[config.mk]
export PLATFORM = sky130hd
export DESIGN_NAME = alarm_delay_core
export DESIGN_NICKNAME = d
export VERILOG_FILES = /design/src/core/fad_pkg.sv /design/src/core/alarm_delay_core.sv
export SDC_FILE = /design/constraint.sdc
export NUM_CORES = 1
export LEC_CHECK = 0
export BUFFER_PORTS_ARGS = -buffer_cell sky130_fd_sc_hd__buf_2
export CORE_ASPECT_RATIO = 0.7
export CORE_MARGIN = 1
export CORE_UTILIZATION = 45
export CTS_CLUSTER_DIAMETER = 50
export DETAILED_ROUTE_END_ITERATION = 10
export SLEW_MARGIN = 25
export SYNTH_ARGS = -nofsm -noshare
export SYNTH_HDL_FRONTEND = slang
export SYNTH_SLANG_ARGS = --single-unit
export TNS_END_PERCENT = 100
[constraint.sdc]
create_clock -name clk -period 18.8 [get_ports clk]
set_input_delay 3.76 -clock clk [delete_from_list [all_inputs] [get_ports clk]]
set_output_delay 3.76 -clock clk [all_outputs]
set_load 0.02 [all_outputs]
[src/core/fad_pkg.sv]
/*
  constants, field layouts, register offsets and enumerations for the
  alarm delay and latching core.
  assumes a 50 mhz system clock and a word-aligned register port.
*/

package fad_pkg;

  // ---------------------------------------------------------------
  // time base
  // ---------------------------------------------------------------
  localparam int CLK_PERIOD_NS = 20;              // 50 mhz system clock
  localparam int SEC_NS = 1_000_000_000;          // one second in ns
  localparam int TICK_CYCLES_DEF = SEC_NS / CLK_PERIOD_NS; // cycles per tick

  // ---------------------------------------------------------------
  // times in seconds
  // ---------------------------------------------------------------
  localparam int SEC_W = 8;                       // width of second counters
  localparam logic [7:0] SEC_ONE = 8'h01;         // one second step
  localparam logic [7:0] RETARD_S = 8'h14;        // retard-reset phase, 20 s
  localparam logic [7:0] RESTART_DET_S = 8'h03;   // detector restart, 3 s
  localparam logic [7:0] RESTART_CZM_S = 8'h0A;   // zone module restart, 10 s
  localparam logic [7:0] SPAN_MAX_S = 8'h1E;      // retard to restart ceiling, 30 s
  localparam logic [7:0] ACK_S = 8'h0F;           // operator acknowledge window, 15 s
  localparam logic [7:0] VERIF_MIN_S = 8'h3C;     // verification 60 s
  localparam logic [7:0] VERIF_MAX_S = 8'hB4;     // verification 180 s
  localparam logic [7:0] VERIF_DEF_S = 8'h3C;     // verification default 60 s
  localparam logic [7:0] WF_MIN_S = 8'h0A;        // waterflow 10 s
  localparam logic [7:0] WF_MAX_S = 8'h5A;        // waterflow 90 s
  localparam logic [7:0] WF_DEF_S = 8'h5A;        // waterflow default 90 s
  localparam logic [7:0] DLY_MIN_S = 8'h3C;       // pre-signal / investigation 60 s
  localparam logic [7:0] DLY_MAX_S = 8'hB4;       // pre-signal / investigation 180 s
  localparam logic [7:0] DLY_DEF_S = 8'hB4;       // pre-signal / investigation 180 s

  // ---------------------------------------------------------------
  // register map (byte addresses)
  // ---------------------------------------------------------------
  localparam int ADDR_W = 12;
  localparam logic [11:0] CTRL_OFS = 12'h000;     // modes and command pulses
  localparam logic [11:0] VERIF_T_OFS = 12'h004;  // verification period
  localparam logic [11:0] WF_T_OFS = 12'h008;     // waterflow delay
  localparam logic [11:0] PS_T_OFS = 12'h00C;     // pre-signal delay
  localparam logic [11:0] PAS_T_OFS = 12'h010;    // investigation time
  localparam logic [11:0] STATUS_OFS = 12'h014;   // machine states and flags
  localparam logic [11:0] ACTIVE_OFS = 12'h018;   // held point states
  localparam logic [11:0] ALARMED_OFS = 12'h01C;  // registered fire alarms
  localparam logic [11:0] PCFG_BASE = 12'h100;    // per point config, one word each

  // control bits
  localparam int CTRL_DAY_LSB = 0;                // 2-bit day mode
  localparam int CTRL_PAS_EN = 2;                 // global sequence enable
  localparam int CTRL_SUP_LATCH = 3;              // supervisory points latch
  localparam int CTRL_ACK = 4;                    // write 1: acknowledge
  localparam int CTRL_RESET = 5;                  // write 1: panel reset

  // point config fields
  localparam int CFG_W = 8;
  localparam int CFG_TYPE_LSB = 0;
  localparam int CFG_TYPE_W = 4;
  localparam int CFG_FEAT_LSB = 4;                // 2-bit delay feature
  localparam int CFG_WF_EN = 6;                   // waterflow delay enable
  localparam int CFG_CZM = 7;                     // conventional zone module

  // ---------------------------------------------------------------
  // enumerations
  // ---------------------------------------------------------------
  typedef enum logic [3:0] {
    PT_FIRE_AUTO = 4'h0, PT_FIRE_MANUAL = 4'h1, PT_WATERFLOW = 4'h2,
    PT_WF_DELAY = 4'h3, PT_GAS = 4'h4, PT_SUPERVISORY = 4'h5, PT_GENERIC = 4'h6,
    PT_TROUBLE = 4'h7, PT_AC_FAIL = 4'h8, PT_BATT_FAIL = 4'h9, PT_RESET = 4'hA,
    PT_SILENCE = 4'hB, PT_DRILL = 4'hC, PT_ACK = 4'hD, PT_GENERAL = 4'hE
  } point_type_e;

  typedef enum logic [1:0] {
    FEAT_NONE = 2'h0, FEAT_AV = 2'h1, FEAT_DAY = 2'h2, FEAT_DAY_AV = 2'h3
  } feature_e;

  typedef enum logic [1:0] {
    DAY_NONE = 2'h0, DAY_PAS = 2'h1, DAY_PS = 2'h2
  } day_e;

  typedef enum logic [1:0] {
    EFF_NONE = 2'h0, EFF_AV = 2'h1, EFF_PAS = 2'h2, EFF_PS = 2'h3
  } eff_e;

  typedef enum logic [1:0] {
    V_IDLE = 2'h0, V_RETARD = 2'h1, V_RESTART = 2'h2, V_CONFIRM = 2'h3
  } verif_e;

  typedef enum logic [1:0] {
    D_IDLE = 2'h0, D_ACK = 2'h1, D_WAIT = 2'h2, D_RELEASED = 2'h3
  } delay_e;

endpackage : fad_pkg

[src/core/alarm_delay_core.sv]
/*
  alarm verification, waterflow delay, latching, pre-signal and positive
  alarm sequence processing for the input points of a fire panel.
  assumes point inputs arrive asynchronously from loop interfaces and that
  software drives the register port from the same clock.
*/

`timescale 1ns/1ps
`default_nettype none

module alarm_delay_core
  import fad_pkg::*;
#(
  parameter int NUM_POINTS = 16,                  // up to 32 points
  parameter int TICK_CYCLES = fad_pkg::TICK_CYCLES_DEF
)(
  input wire logic clk,
  input wire logic rst,
  input wire logic [fad_pkg::ADDR_W-1:0] addr,
  input wire logic [31:0] wdata,
  input wire logic wr_stb,
  input wire logic rd_stb,
  input wire logic [NUM_POINTS-1:0] point_in,     // loop point activation
  output logic [31:0] rdata,
  output logic alarm_out,                         // fire alarm indication
  output logic [NUM_POINTS-1:0] out_act,          // outputs mapped to each point
  output logic verif_zone,                        // global verification zone
  output logic presig_zone,                       // global pre-signal zone
  output logic evac_out,                          // evacuation and off-premises
  output logic loop_reset,                        // reset command pulse
  output logic [$clog2(NUM_POINTS)-1:0] loop_reset_pt
);

  import fad_pkg::*;

  // ---------------------------------------------------------------
  // state
  // ---------------------------------------------------------------
  localparam int PT_W = $clog2(NUM_POINTS);
  localparam int CNT_W = $clog2(TICK_CYCLES);

  typedef struct packed {
    logic [CNT_W-1:0] div;                        // tick divider
    logic tick;                                   // one second pulse
    logic [NUM_POINTS-1:0] sync1;                 // first sync stage
    logic [NUM_POINTS-1:0] sync2;                 // second sync stage
    logic [1:0] day_mode;                         // day_e code
    logic pas_en;                                 // global sequence enable
    logic sup_latch;                              // supervisory latching
    logic [SEC_W-1:0] verif_t;
    logic [SEC_W-1:0] wf_t;
    logic [SEC_W-1:0] ps_t;
    logic [SEC_W-1:0] pas_t;
    logic [NUM_POINTS-1:0][CFG_W-1:0] cfg;        // per point config
    logic [NUM_POINTS-1:0][SEC_W-1:0] wf_cnt;     // per point waterflow seconds
    logic [NUM_POINTS-1:0] latched;               // held point state
    logic [NUM_POINTS-1:0] alarmed;               // fire alarm registered
    verif_e vst;
    logic [PT_W-1:0] vpt;                         // point under verification
    logic [SEC_W-1:0] vsec;                       // seconds since first alarm
    delay_e dst;
    logic [SEC_W-1:0] dsec;                       // seconds in delay phase
    logic alarm;
    logic [NUM_POINTS-1:0] out_act;
    logic verif_zone;
    logic presig_zone;
    logic evac;
    logic loop_reset;
    logic [PT_W-1:0] loop_reset_pt;
    logic [31:0] rdata;
  } state_s;

  state_s r;                                      // registered state
  state_s n;                                      // next state

  // ---------------------------------------------------------------
  // helpers
  // ---------------------------------------------------------------
  // fire alarm types, which all latch as well
  function automatic logic fire_like(input point_type_e t);
    fire_like = (t == PT_FIRE_AUTO) || (t == PT_FIRE_MANUAL) || (t == PT_WATERFLOW) ||
      (t == PT_WF_DELAY) || (t == PT_GENERAL);
  endfunction : fire_like

  // clamp a written time into its legal window
  function automatic logic [SEC_W-1:0] clamp(input logic [SEC_W-1:0] v,
    input logic [SEC_W-1:0] lo, input logic [SEC_W-1:0] hi);
    clamp = (v < lo) ? lo : ((v > hi) ? hi : v);
  endfunction : clamp

  // delay actually applied to a point, by config and day mode
  function automatic eff_e eff_of(input logic [CFG_W-1:0] c, input logic [1:0] day,
    input logic pas_en);
    eff_e day_eff;
    day_eff = (day == DAY_PS) ? EFF_PS :
      ((day == DAY_PAS) && pas_en) ? EFF_PAS : EFF_NONE;
    eff_of = EFF_NONE;
    if (point_type_e'(c[CFG_TYPE_LSB +: CFG_TYPE_W]) == PT_FIRE_AUTO)
    begin
      unique case (feature_e'(c[CFG_FEAT_LSB +: 2]))
        FEAT_NONE: eff_of = EFF_NONE;
        FEAT_AV: eff_of = EFF_AV;
        FEAT_DAY: eff_of = day_eff;
        FEAT_DAY_AV: eff_of = (day == DAY_NONE) ? EFF_AV : day_eff;
      endcase
    end
  endfunction : eff_of

  // ---------------------------------------------------------------
  // next state
  // ---------------------------------------------------------------
  always_comb
  begin
    point_type_e typ;
    eff_e eff;
    logic [NUM_POINTS-1:0] held;
    logic [SEC_W-1:0] rs;
    logic [SEC_W-1:0] lim;
    logic [ADDR_W-1:0] idx;
    logic pan_rst, ack_wr, v_c_end, second, pas_kind, found, qual, lat, av_set;
    typ = PT_GENERIC;
    eff = EFF_NONE;
    held = '0;
    rs = r.cfg[r.vpt][CFG_CZM] ? RESTART_CZM_S : RESTART_DET_S;
    lim = (r.day_mode == DAY_PS) ? r.ps_t : r.pas_t;
    idx = (addr - PCFG_BASE) >> 2;
    pan_rst = wr_stb && (addr == CTRL_OFS) && wdata[CTRL_RESET];
    ack_wr = wr_stb && (addr == CTRL_OFS) && wdata[CTRL_ACK];
    v_c_end = (r.vst == V_RESTART) && r.tick && (r.vsec == RETARD_S + rs - SEC_ONE);
    second = $countones(r.alarmed) > 1;
    pas_kind = (r.day_mode != DAY_PS);
    found = 1'b0;
    qual = 1'b0;
    lat = 1'b0;
    av_set = 1'b0;
    n = r;
    n.tick = 1'b0;
    n.loop_reset = 1'b0;
    n.rdata = '0;

    // seconds divider feeding every timer
    if (r.div == CNT_W'(TICK_CYCLES - 1))
    begin
      n.div = '0;
      n.tick = 1'b1;
    end
    else
    begin
      n.div = r.div + CNT_W'(1);
    end

    // pins pass two flops before use
    n.sync1 = point_in;
    n.sync2 = r.sync1;

    // register writes; times are kept inside their legal windows
    if (wr_stb)
    begin
      unique case (addr)
        CTRL_OFS:
        begin
          n.day_mode = wdata[CTRL_DAY_LSB +: 2];
          n.pas_en = wdata[CTRL_PAS_EN];
          n.sup_latch = wdata[CTRL_SUP_LATCH];
        end
        VERIF_T_OFS: n.verif_t = clamp(wdata[SEC_W-1:0], VERIF_MIN_S, VERIF_MAX_S);
        WF_T_OFS: n.wf_t = clamp(wdata[SEC_W-1:0], WF_MIN_S, WF_MAX_S);
        PS_T_OFS: n.ps_t = clamp(wdata[SEC_W-1:0], DLY_MIN_S, DLY_MAX_S);
        PAS_T_OFS: n.pas_t = clamp(wdata[SEC_W-1:0], DLY_MIN_S, DLY_MAX_S);
        default:
        begin
          // config words; other addresses drop the write
          if ((addr >= PCFG_BASE) && (idx < ADDR_W'(NUM_POINTS)) && (addr[1:0] == 2'h0))
          begin
            n.cfg[idx[PT_W-1:0]] = wdata[CFG_W-1:0];
          end
        end
      endcase
    end

    // per point qualification, latching and alarm registration
    for (int i = 0; i < NUM_POINTS; i++)
    begin
      typ = point_type_e'(r.cfg[i][CFG_TYPE_LSB +: CFG_TYPE_W]);
      eff = fire_like(typ) ? eff_of(r.cfg[i], r.day_mode, r.pas_en) : EFF_NONE;
      // waterflow timer: each delayed point counts on its own
      if ((typ == PT_WF_DELAY) && r.cfg[i][CFG_WF_EN])
      begin
        if (!r.sync2[i] || pan_rst)
          n.wf_cnt[i] = '0;
        else if (r.tick && (r.wf_cnt[i] < r.wf_t))
          n.wf_cnt[i] = r.wf_cnt[i] + SEC_ONE;
        qual = r.sync2[i] && (r.wf_cnt[i] >= r.wf_t);
      end
      else
      begin
        n.wf_cnt[i] = '0;
        qual = r.sync2[i];
      end
      // verification points raise an alarm only from the sequencer
      av_set = r.sync2[i] && ((r.vst == V_CONFIRM) ||
        (v_c_end && (PT_W'(i) == r.vpt)));
      // fixed latching by type; supervisory follows the panel setting
      lat = fire_like(typ) || (typ == PT_GAS) ||
        ((typ == PT_SUPERVISORY) && r.sup_latch);
      if (eff == EFF_AV)
        qual = av_set || (r.alarmed[i] && qual);
      // the set wins over a panel reset arriving in the same cycle
      n.latched[i] = lat ? ((r.latched[i] && !pan_rst) || qual) : qual;
      n.alarmed[i] = (r.alarmed[i] && !pan_rst) || (fire_like(typ) && qual);
      // judged on the new alarm, so a held output never blinks on first
      held[i] = n.alarmed[i] && ((eff == EFF_PAS) || (eff == EFF_PS));
    end

    // verification sequencer, one for the whole panel
    if (r.tick && (r.vst != V_IDLE))
      n.vsec = r.vsec + SEC_ONE;
    unique case (r.vst)
      V_IDLE:
      begin
        n.vsec = '0;
        for (int i = 0; i < NUM_POINTS; i++)
        begin
          if (!found && r.sync2[i] && !r.alarmed[i] &&
            (point_type_e'(r.cfg[i][CFG_TYPE_LSB +: CFG_TYPE_W]) == PT_FIRE_AUTO) &&
            (eff_of(r.cfg[i], r.day_mode, r.pas_en) == EFF_AV))
          begin
            found = 1'b1;
            n.vpt = PT_W'(i);
            n.vst = V_RETARD;
            n.loop_reset = 1'b1;
            n.loop_reset_pt = PT_W'(i);
          end
        end
      end
      V_RETARD:
      begin
        if (r.tick && (r.vsec == RETARD_S - SEC_ONE))
          n.vst = V_RESTART;
      end
      V_RESTART:
      begin
        // retard plus restart never exceeds the 30 s ceiling
        if (v_c_end)
          n.vst = r.sync2[r.vpt] ? V_IDLE : V_CONFIRM;
      end
      V_CONFIRM:
      begin
        if (r.sync2[r.vpt] || (r.tick && (r.vsec >= r.verif_t - SEC_ONE)))
          n.vst = V_IDLE;
      end
    endcase
    if (pan_rst)
    begin
      n.vst = V_IDLE;
      n.vsec = '0;
    end

    // shared pre-signal / sequence timer; the day mode picks which one runs
    if (r.tick && ((r.dst == D_ACK) || (r.dst == D_WAIT)))
      n.dsec = r.dsec + SEC_ONE;
    unique case (r.dst)
      D_IDLE:
      begin
        n.dsec = '0;
        if (|held)
          n.dst = pas_kind ? D_ACK : D_WAIT;
      end
      D_ACK:
      begin
        if (ack_wr)
        begin
          n.dst = D_WAIT;
          n.dsec = '0;
        end
        else if (r.tick && (r.dsec == ACK_S - SEC_ONE))
          n.dst = D_RELEASED;
      end
      D_WAIT:
      begin
        if (r.tick && (r.dsec >= lim - SEC_ONE))
          n.dst = D_RELEASED;
      end
      D_RELEASED: n.dst = D_RELEASED;
    endcase
    if ((r.dst != D_IDLE) && second)
      n.dst = D_RELEASED;
    if (pan_rst)
    begin
      n.dst = D_IDLE;
      n.dsec = '0;
    end

    // outputs: indication at once, mapped outputs may wait
    for (int i = 0; i < NUM_POINTS; i++)
      n.out_act[i] = n.alarmed[i] && (!held[i] || (n.dst == D_RELEASED));
    n.alarm = |n.alarmed;
    n.verif_zone = (n.vst != V_IDLE);
    n.presig_zone = (n.dst != D_IDLE) && (r.day_mode == DAY_PS);
    n.evac = (n.dst == D_RELEASED) && pas_kind;

    // register reads, answered in the next cycle; unmapped reads zero
    if (rd_stb)
    begin
      unique case (addr)
        CTRL_OFS: n.rdata = {28'h0000000, r.sup_latch, r.pas_en, r.day_mode};
        VERIF_T_OFS: n.rdata = {24'h000000, r.verif_t};
        WF_T_OFS: n.rdata = {24'h000000, r.wf_t};
        PS_T_OFS: n.rdata = {24'h000000, r.ps_t};
        PAS_T_OFS: n.rdata = {24'h000000, r.pas_t};
        STATUS_OFS: n.rdata = {24'h000000, r.evac, r.presig_zone, r.verif_zone, r.alarm,
          r.dst, r.vst};
        ACTIVE_OFS: n.rdata = 32'(r.latched);
        ALARMED_OFS: n.rdata = 32'(r.alarmed);
        default:
        begin
          if ((addr >= PCFG_BASE) && (idx < ADDR_W'(NUM_POINTS)) && (addr[1:0] == 2'h0))
            n.rdata = 32'(r.cfg[idx[PT_W-1:0]]);
        end
      endcase
    end
  end

  // ---------------------------------------------------------------
  // state register
  // ---------------------------------------------------------------
  always_ff @(posedge clk or posedge rst)
  begin
    if (rst)
    begin
      r <= '0;
      r.verif_t <= VERIF_DEF_S;
      r.wf_t <= WF_DEF_S;
      r.ps_t <= DLY_DEF_S;
      r.pas_t <= DLY_DEF_S;
    end
    else
    begin
      r <= n;
    end
  end

  // outputs straight from the state flops
  assign rdata = r.rdata;
  assign alarm_out = r.alarm;
  assign out_act = r.out_act;
  assign verif_zone = r.verif_zone;
  assign presig_zone = r.presig_zone;
  assign evac_out = r.evac;
  assign loop_reset = r.loop_reset;
  assign loop_reset_pt = r.loop_reset_pt;
endmodule : alarm_delay_core

`default_nettype wire

==> run metrics <==
CP max-delay cell=buf_2; critical path's top delay family=compound AO/OA/AOI/OAI gates; Placeable Area=58300 um2; clock-pin slew on the worst setup and hold paths=60 ps; area of the multi-input gates=14500 um2; distinct cell type count after synthesis=82; post-layout util=50.3%; initial antenna violation count=3; relative slew slack=23.9%; vias=21162; Wirelength per Cell=25.4 um; sequential area share after synthesis=41.9%; Synth Instances=2588; Area Overhead vs Synth=10.3%; Port Buf Inserts=80; Top FF cell, synth=dfrtp_1; top cell type by total area after synthesis=dfrtp_1; Starting Density=45.6%; TritonCTS buffer count=51; area post-placement=27500 um2; Ys Warns=0; full die area=60100 um2; Remaining Overflow, GRT=0; chip height=205 um; Pre-Repair DR Iteration Count=6; Initial DRC Count=2338; max-cap violations=0; highest net fanout along the worst path=40; worst-skew pair later-pin latency=630 ps; final total power=2.14 mW; DR vias/cell=6.18; Post-Route WL=86.9 mm; post-route antenna net violation count=0; Max Slew Vio Count=0; CTS tree=built; top-area cell type share of the netlist area=40.3%; FF+latch area=11100 um2; critical path arrival=7130 ps; Peak VDD IR=0.0577 mV; largest net degree at the start of global routing=127; antenna cells=0; pwr/cell area=73.1 nW/um2; fin crit period=6730 ps; Area contributors post-synth=dfrtp_1, ha_1, mux2_2; Fin Setup TNS=0 ps; GPL Wtd Cong=1.00; first-pass GRT wire length=130 mm; fraction of registers with async set or reset after synthesis=100%; Filler Cell Count=5293; reg-to-reg startpoint=r[90]; postcts setup bufs=0; CP Cell Sequence=buf_2 -> or3b_1 -> nor3_2 -> nand3_2 -> buf_4 -> and2_1 -> o21ai_1 -> a41o_1 -> a21oi_1 -> a31oi_1; Mean Syn Cell Area=10.3 um2; Post-CTS Resized=0; clk_skew=25.0 ps; status=completed; layout net count=2869; critical path endpoint category=flip-flop; Worst Hold Class=flip-flop to flip-flop; crit start category=input pin; number of core rows=74; DRC Markers=0; fmax=0.149 GHz; fin area=29300 um2; Detailed Place HPWL=63.6 mm; root buffer cell=clkbuf_16; Die Wd=293 um; clock sink count=444; WS Path Type=input pin to flip-flop; Worst EP required=19200 ps; most common cell after layout, fill and taps aside=dfrtp_1; synthesized cell area=26600 um2; EDFF count, synth=0; RSZ-0062 raised after global routing=false; leakage=12.7 nW; Clock Path Buffers=3; Critical Path Source=addr[4]; # setup viols final=0; Post-CTS Hold Buffers=0; synthesis-stage register bit count=444; Tightest Pin Transition=1110 ps; vias in the first global route=20428; io pins=121; H-tree Lvls=2; most frequent cells in the layout=dfrtp_1, nor2_1, ha_1, nand2_1, mux2_2; Final Hold Viols=0; hold path startpoint=n[409]; Tot GR Track Use=29.1%; share of cells above drive strength 1=17.1%; Worst path max stage delay=600 ps; Buf+Inv Stages, Crit Path=2; fin crit share=35.8%
==> registers in the layout (all words and copies together) (netlist names) <==
| signal | count |
|---|---|
| r | 391 |
| presig_zone | 1 |
| evac_out | 1 |
| rdata | 16 |
| verif_zone | 1 |
| alarm_out | 1 |
| n | 16 |
| loop_reset | 1 |
| out_act | 16 |
==> synthesized netlist by cell type (10+ instances only) <==
cell	n
ha_1	175
a22oi_1	12
and4_1	22
clkbuf_1	71
fa_1	10
a21oi_1	106
a31oi_1	15
o22ai_1	14
or3_1	14
xor2_1	105
nor3_1	51
a21boi_0	12
and3_1	45
mux2_2	132
nor2_1	245
o21ai_0	121
nor2b_1	35
or2_2	10
nand4_1	82
xnor2_1	53
dfrtp_1	428
mux4_2	52
nand2b_1	23
o211ai_1	22
inv_1	80
and2_1	20
buf_4	54
dfstp_2	16
nand3_1	118
a21o_1	13
nand2_1	156
o31ai_1	10
nor4_1	30
o21a_1	20
mux2i_1	36
nand4b_1	14
nor3b_1	10
==> area by class of cell <==
type | count | area share (%)
inverters | 80 | 1.05
clock buffers | 65 | 4.95
clock inverters | 31 | 1.26
flip-flops and latches | 444 | 38.0
multi-input cells | 1937 | 49.5
repair buffers | 106 | 2.04
well taps | 760 | 3.24
==> metal layers <==
metal	global-route usage, %	routed length (um)	up-vias
li1	-	-	9481
met1	43.2	39700	10677
met2	41.0	35500	864
met3	8.22	9520	138
met4	7.76	2140	2
met5	1.95	13	-
==> worst register-to-register path, delay by kind of cell (launching register included) <==
kind / cells / cell delay, ps
buffers and inverters: 3 / 470
and+or+nand+nor: 2 / 330
adders and majority gates: 6 / 2480
DFF: 1 / 460
AOI/OAI and AO/OA: 5 / 1820
==> per-stage QoR <==
step                      cells  setup WS, ps  hold WS (ps)
after detailed placement   3327         11590           335
after floorplan            2603          2690           331
after global placement     3327         11620           335
final                      3423         12070           341
after global routing       3423         11940           354
after CTS                  3423         12220           344
==> report_power, final <==
part	internal, mW	switching, mW	total, mW
Clock	0.627	0.460	1.09
Sequential	0.962	0.0126	0.975
Combinational	0.0217	0.0602	0.0819
==> path summary, 6_finish.rpt <==
check	endpoint	slack (ps)	cells after the start
setup / recovery	out_act[8]	12070	10
hold / removal	r[409]	340	0
setup reg to reg	out_act[8]	13030	16
hold reg to reg	r[409]	340	0
max in group asynchronous	r[120]	13260	4
min in group asynchronous	r[321]	3320	2
==> kinds of logic (layout without fill, tap and decap cells) <==
group | after synthesis | in the layout | share of synthesized area (%)
AO/OA/AOI/OAI | 434 | 434 | 10.5
XOR/XNOR | 158 | 158 | 5.21
adder cells (fa/ha/maj) | 185 | 185 | 8.99
buffers and inverters | 222 | 282 | 3.94
flip-flops | 444 | 444 | 41.9
multiplexers | 222 | 222 | 11.5
other | 1 | 16 | 0.0141
AND/OR/NAND/NOR | 922 | 922 | 18.0
Power figures use the tool's default switching activity.
